File: config.mk
export PLATFORM = sky130hd
export DESIGN_NAME = dmarb_arbiter
export DESIGN_NICKNAME = d
export VERILOG_FILES = /design/src/dmarb_pkg.sv /design/src/dmarb_level_map.sv /design/src/dmarb_arbiter.sv
export SDC_FILE = /design/constraint.sdc
export NUM_CORES = 1
export LEC_CHECK = 0
export BUFFER_PORTS_ARGS = -buffer_cell sky130_fd_sc_hd__buf_2
export CAP_MARGIN = 20
export CORE_AREA = 2 2 50 52
export DETAILED_ROUTE_END_ITERATION = 16
export DIE_AREA = 0 0 52 54
export PLACE_DENSITY = 0.75
export SYNTH_ARGS = -nofsm -noshare
export SYNTH_HDL_FRONTEND = slang
export SYNTH_HIERARCHICAL = 1
export SYNTH_SLANG_ARGS = --single-unit
File: constraint.sdc
create_clock -name clock -period 5.08 [get_ports clock]
set_input_delay 0.254 -clock clock [delete_from_list [all_inputs] [get_ports clock]]
set_output_delay 0.254 -clock clock [all_outputs]
set_load 0.02 [all_outputs]
File: src/dmarb_pkg.sv
package dmarb_pkg;

  localparam int          MASTER_COUNT  = 3;
  localparam int          LEVEL_COUNT   = 5;
  localparam int          PRIO_WIDTH    = 16;

  // requester indices
  localparam int          IDX_CORE      = 0;
  localparam int          IDX_DMA       = 1;
  localparam int          IDX_DEBUG     = 2;

  // master_priority_control values
  localparam logic [15:0] PRIO_DEFAULT  = 16'h0000;
  localparam logic [15:0] PRIO_DMA_HIGH = 16'h0020;
  localparam logic [15:0] PRIO_RESET    = 16'h0000;

  // level of each master in each scheme
  localparam logic [2:0]  LVL_CORE_DEF  = 3'h0;
  localparam logic [2:0]  LVL_DMA_DEF   = 3'h3;
  localparam logic [2:0]  LVL_DMA_HIGH  = 3'h0;
  localparam logic [2:0]  LVL_CORE_LOW  = 3'h1;
  localparam logic [2:0]  LVL_DEBUG     = 3'h4;

  typedef enum logic [1:0] {
    ST_IDLE,
    ST_BUSY
  } dmarb_state_type;

endpackage : dmarb_pkg

File: src/dmarb_level_map.sv
`timescale 1ns/1ps
// maps the priority control word to a level per master
module dmarb_level_map (
  input  wire logic [15:0] masterPriorityControl,
  output logic      [2:0]  levelCore,
  output logic      [2:0]  levelDma,
  output logic      [2:0]  levelDebug
);

  always_comb begin
    // reserved control values fall back to the default order
    if (masterPriorityControl == dmarb_pkg::PRIO_DMA_HIGH) begin
      levelDma  = dmarb_pkg::LVL_DMA_HIGH;
      levelCore = dmarb_pkg::LVL_CORE_LOW;
    end else begin
      levelCore = dmarb_pkg::LVL_CORE_DEF;
      levelDma  = dmarb_pkg::LVL_DMA_DEF;
    end
    levelDebug = dmarb_pkg::LVL_DEBUG;
  end

endmodule : dmarb_level_map

File: src/dmarb_arbiter.sv
`timescale 1ns/1ps
// Behaviour
// - Data memory and extended_data_space accesses come from core, DMA and debug_bus_master requesters.
// - Among simultaneous requests only the highest priority one is granted; the rest wait their turn.
// - By default the core sits at level 0 and the debug master at level 4.
// - By default DMA sits at level 3, and levels 1 and 2 are never assigned.
// - Control value 0x0000 orders core, DMA, debug; value 0x0020 orders DMA, core, debug.
// - Masters raised above the core keep their original order among themselves.
// - Masters left below the core keep their original order among themselves.
// - The control value may change at any time and new arbitrations follow it.
module dmarb_arbiter #(
  parameter int MASTERS = dmarb_pkg::MASTER_COUNT
) (
  input  wire logic         clock,
  input  wire logic         rst,
  input  wire logic [15:0]  masterPriorityControl,
  input  wire logic         reqCore,
  input  wire logic         reqDma,
  input  wire logic         reqDebug,
  input  wire logic         doneCore,
  input  wire logic         doneDma,
  input  wire logic         doneDebug,
  output logic              grantCore,
  output logic              grantDma,
  output logic              grantDebug,
  output logic              busBusy,
  output logic [15:0]       activePriority
);

  initial begin
    if (MASTERS != dmarb_pkg::MASTER_COUNT) begin
      $error("dmarb_arbiter serves exactly three masters");
    end
  end

  logic [2:0]                  levelCore;
  logic [2:0]                  levelDma;
  logic [2:0]                  levelDebug;
  logic [15:0]                 prio_r;
  logic [15:0]                 prio_nxt;
  dmarb_pkg::dmarb_state_type  state_r;
  dmarb_pkg::dmarb_state_type  state_nxt;
  logic [2:0]                  grant_r;
  logic [2:0]                  grant_nxt;
  logic [2:0]                  req;
  logic [2:0]                  done;
  logic [2:0]                  pick;

  assign req  = {reqDebug, reqDma, reqCore};
  assign done = {doneDebug, doneDma, doneCore};

  // control taken only between accesses so a live grant never flips
  always_comb begin
    prio_nxt = prio_r;
    if (state_r == dmarb_pkg::ST_IDLE) begin
      prio_nxt = masterPriorityControl;
    end
  end

  dmarb_level_map u_map (
    .masterPriorityControl (prio_nxt),
    .levelCore             (levelCore),
    .levelDma              (levelDma),
    .levelDebug            (levelDebug)
  );

  // lowest level wins; debug always last, ties impossible by construction
  always_comb begin
    pick = 3'h0;
    if (req[dmarb_pkg::IDX_CORE] && (!req[dmarb_pkg::IDX_DMA] || levelCore < levelDma)) begin
      pick[dmarb_pkg::IDX_CORE] = 1'b1;
    end else if (req[dmarb_pkg::IDX_DMA]) begin
      pick[dmarb_pkg::IDX_DMA] = 1'b1;
    end else if (req[dmarb_pkg::IDX_DEBUG] && levelDebug == dmarb_pkg::LVL_DEBUG) begin
      pick[dmarb_pkg::IDX_DEBUG] = 1'b1;
    end
  end

  always_comb begin
    state_nxt = state_r;
    grant_nxt = grant_r;
    case (state_r)
      dmarb_pkg::ST_IDLE: begin
        if (pick != 3'h0) begin
          grant_nxt = pick;
          state_nxt = dmarb_pkg::ST_BUSY;
        end
      end
      dmarb_pkg::ST_BUSY: begin
        // losers stay pending until the holder finishes
        if ((grant_r & done) != 3'h0) begin
          grant_nxt = 3'h0;
          state_nxt = dmarb_pkg::ST_IDLE;
        end
      end
      default: begin
        grant_nxt = 3'h0;
        state_nxt = dmarb_pkg::ST_IDLE;
      end
    endcase
  end

  always_ff @(posedge clock or posedge rst) begin
    if (rst) begin
      state_r <= dmarb_pkg::ST_IDLE;
      grant_r <= 3'h0;
      prio_r  <= dmarb_pkg::PRIO_RESET;
    end else begin
      state_r <= state_nxt;
      grant_r <= grant_nxt;
      prio_r  <= prio_nxt;
    end
  end

  assign grantCore      = grant_r[dmarb_pkg::IDX_CORE];
  assign grantDma       = grant_r[dmarb_pkg::IDX_DMA];
  assign grantDebug     = grant_r[dmarb_pkg::IDX_DEBUG];
  assign busBusy        = (state_r == dmarb_pkg::ST_BUSY);
  assign activePriority = prio_r;

endmodule : dmarb_arbiter

==> results.yml <==
detailed_routing:
  top_layer_used: "met4"
  wl_per_cell_um: 12.1
  wl_met3_um: 155
  ant_nets: 0
  wl_met2_um: 860
  wl_met1_um: 798
  via_per_inst: 4.93
  wirelength_um: 1830
  drt_iter0_markers: 13
  drc: 0
  first_pass_iters: 7
  vias: 745
finish:
  final_net_count: 149
  nFillCells: 219
  layout_common_cells: "buf_2 (43), dfrtp_1 (20), mux2_2 (16)"
  multiInputGateArea_um2: 425
  antenna_cells: 0
  final_common_cell: "buf_2"
  fin_area_um2: 1220
  drive_above_1_share_pct: 56.2
  regArea_um2: 500
  fin_util_pct: 52.6
  area_growth_pct: 23.0
global_routing:
  track_usage_pct: 14.4
  grt_first_pass_wirelength_um: 2920
  grt_max_degree: 24
  antenna_found_initial: 0
  overflow: 0
  grt_pass1_vias: 673
cts:
  clk_latency_ns: 0.29
  cts_hold_buf: 0
  ctsHtreeMaxLevel: 1
  cts-resized-gates: 0
  cts_tree: "yes"
  cts_sinks: 20
  cts_buffer_depth: 2
  cts_setup_buffers: 0
  cts_root_buffer: "clkbuf_4"
  clk_pin_slew_worst_paths_ns: 0.10
  numCtsBuffers: 3
floorplan:
  rows: 18
  start_util_pct: 42.8
  die_h_um: 54
  die_w_um: 52
  ios: 44
  core_area_um2: 2320
  die_area_um2: 2810
setup_path:
  critPathArrivalTime_ns: 2.93
  cp-start-kind: "flip-flop"
  cp_slowest_stage_delay_ns: 0.89
  startpoint: "state_r[0]$_DFFE_PP0P_"
  required_ns: 5.27
  ff2ff_path_depth: 8
  r2r_start: "state_r[0]$_DFFE_PP0P_"
  crit_end: "grant_r[1]$_DFFE_PP0P_"
  crit_chain: "mux2_2 > nor4b_2 > nand4_1 > inv_1 > ha_1 > a21o_1 > a211o_1 > a32o_1"
  cp_top_family: "flip-flops"
  cp.buffers_inverters: 1
  end_kind: "flip-flop"
  worstReg2RegEnd: "grant_r[1]$_DFFE_PP0P_"
  reg2reg_setup_slack_ns: 2.34
  cp_max_fo: 23
  cp.depth: 8
  worstSetupPathType: "flip-flop to flip-flop"
  crit_slowest_cell: "dfrtp_1"
synthesis:
  netlist.area_leader.share_pct: 50.4
  avgSynthCellArea_um2: 12.4
  synthTopCellsByArea: "dfrtp_1 (50%), mux2_2 (18%), buf_4 (5.3%), nor4_2 (3.8%), ha_1 (2.5%)"
  netlist_instances: 80
  synth_area_um2: 992
  yosysWarnings: 6
  synth.largest_area_cell: "dfrtp_1"
  synth-seq-area-share_pct: 50.4
  yosysUniqueCellTypes: 27
  yosys_register_bits: 20
placed_design:
  placed_area_um2: 1200
  port_buffers: 43
  gp_congestion: 0.779
  hpwl_um: 1440
sta:
  hold_viol: 0
  fmax_mhz: 365
  period_needed_ns: 2.74
  worst_slew_pin_slew_ns: 0.820
  setup_viol: 0
  max_slew_margin_pct: 45.3
  timing.hold.ws_ns: 0.0667
  rsz0062_at_grt: "no"
  post-route-period-util_pct: 54.0
  drv_slew: 0
  setup_tns_ns: 0
  clock_skew_ns: 0.00204
pwr:
  p_per_area_nw_per_um2: 591
  vdd_drop_max_mv: 0.288
  power.leakage_nw: 0.624
status:
  outcome: "finished clean"
hold_path:
  hold_class: "primary input to async pin"
flow_run:
  max-cap-violations: 0
[worst min-delay path by stage]
| stage | endpoint | start | depth (start not counted) |
|---|---|---|---|
| 4_1_cts | activePriority[12]$_DFF_PP0_ | rst | 2 |
| 2_1_floorplan | activePriority[0]$_DFF_PP0_ | rst | 1 |
| 3_5_place_dp | activePriority[7]$_DFF_PP0_ | rst | 2 |
| 3_3_place_gp | activePriority[12]$_DFF_PP0_ | rst | 2 |
| 5_1_grt | activePriority[9]$_DFF_PP0_ | rst | 2 |
| 6_report | activePriority[9]$_DFF_PP0_ | rst | 2 |
[worst reg2reg max path, stage by stage, from the launching register on]
cell     delay, ns
dfrtp_1       0.89
mux2_2        0.43
nor4b_2       0.17
nand4_1       0.10
inv_1         0.05
ha_1          0.27
a21o_1        0.16
a211o_1       0.31
a32o_1        0.26
[report_power, final]
group          total [mW]  internal, mW  switching (mW)
logic               0.356         0.156           0.200
registers           0.294         0.234          0.0597
clock network      0.0711        0.0276          0.0435
[logic make-up (layout without fill, tap and decap cells)]
family	Yosys count	after routing	share of synthesized area, %
AOI/OAI and AO/OA	9	9	7.06
other	2	6	0.757
muxes	16	16	18.2
DFF	20	20	50.4
and+or+nand+nor	17	17	12.9
adders and majority gates	2	2	2.52
buffers and inverters	14	51	8.20
[registers in the layout, summed over array words and instances (netlist names)]
name / count
grant_r: 3
state_r: 1
activePriority: 16
[cells in the mapped netlist, drive strengths merged]
master / count
and4: 1
a32o: 1
nor4b: 1
nor4: 4
a21o: 2
dfrtp: 20
mux2: 16
nor2: 3
o21ai: 1
and4bb: 1
nor3: 1
nand2b: 1
conb: 2
a211o: 1
a222oi: 1
buf: 9
nor2b: 1
nand2: 2
o21a: 1
ha: 2
inv: 5
a21oi: 2
nand4: 1
nand3: 1
[metrics by stage]
step	total power, mW	worst slack, ns	std cells
after global routing	0.776	2.21	151
after CTS	0.731	2.31	151
after detailed placement	0.657	2.32	148
after global placement	0.649	2.41	148
after floorplan	0.546	2.54	84
final	0.721	2.34	151
[routing by layer]
metal	global-route usage, %	up-vias
li1	-	353
met1	18.1	353
met2	24.1	37
met3	2.50	2
met4	6.58	0
met5	0	-
[final cells by class]
type | count | area share, %
clock buffers | 3 | 1.85
inverters | 5 | 1.54
multi-input cells | 50 | 34.9
flip-flops and latches | 20 | 41.0
well taps | 30 | 3.08
repair buffers | 43 | 17.6
Note: power is estimated with default switching activity, not from simulation.
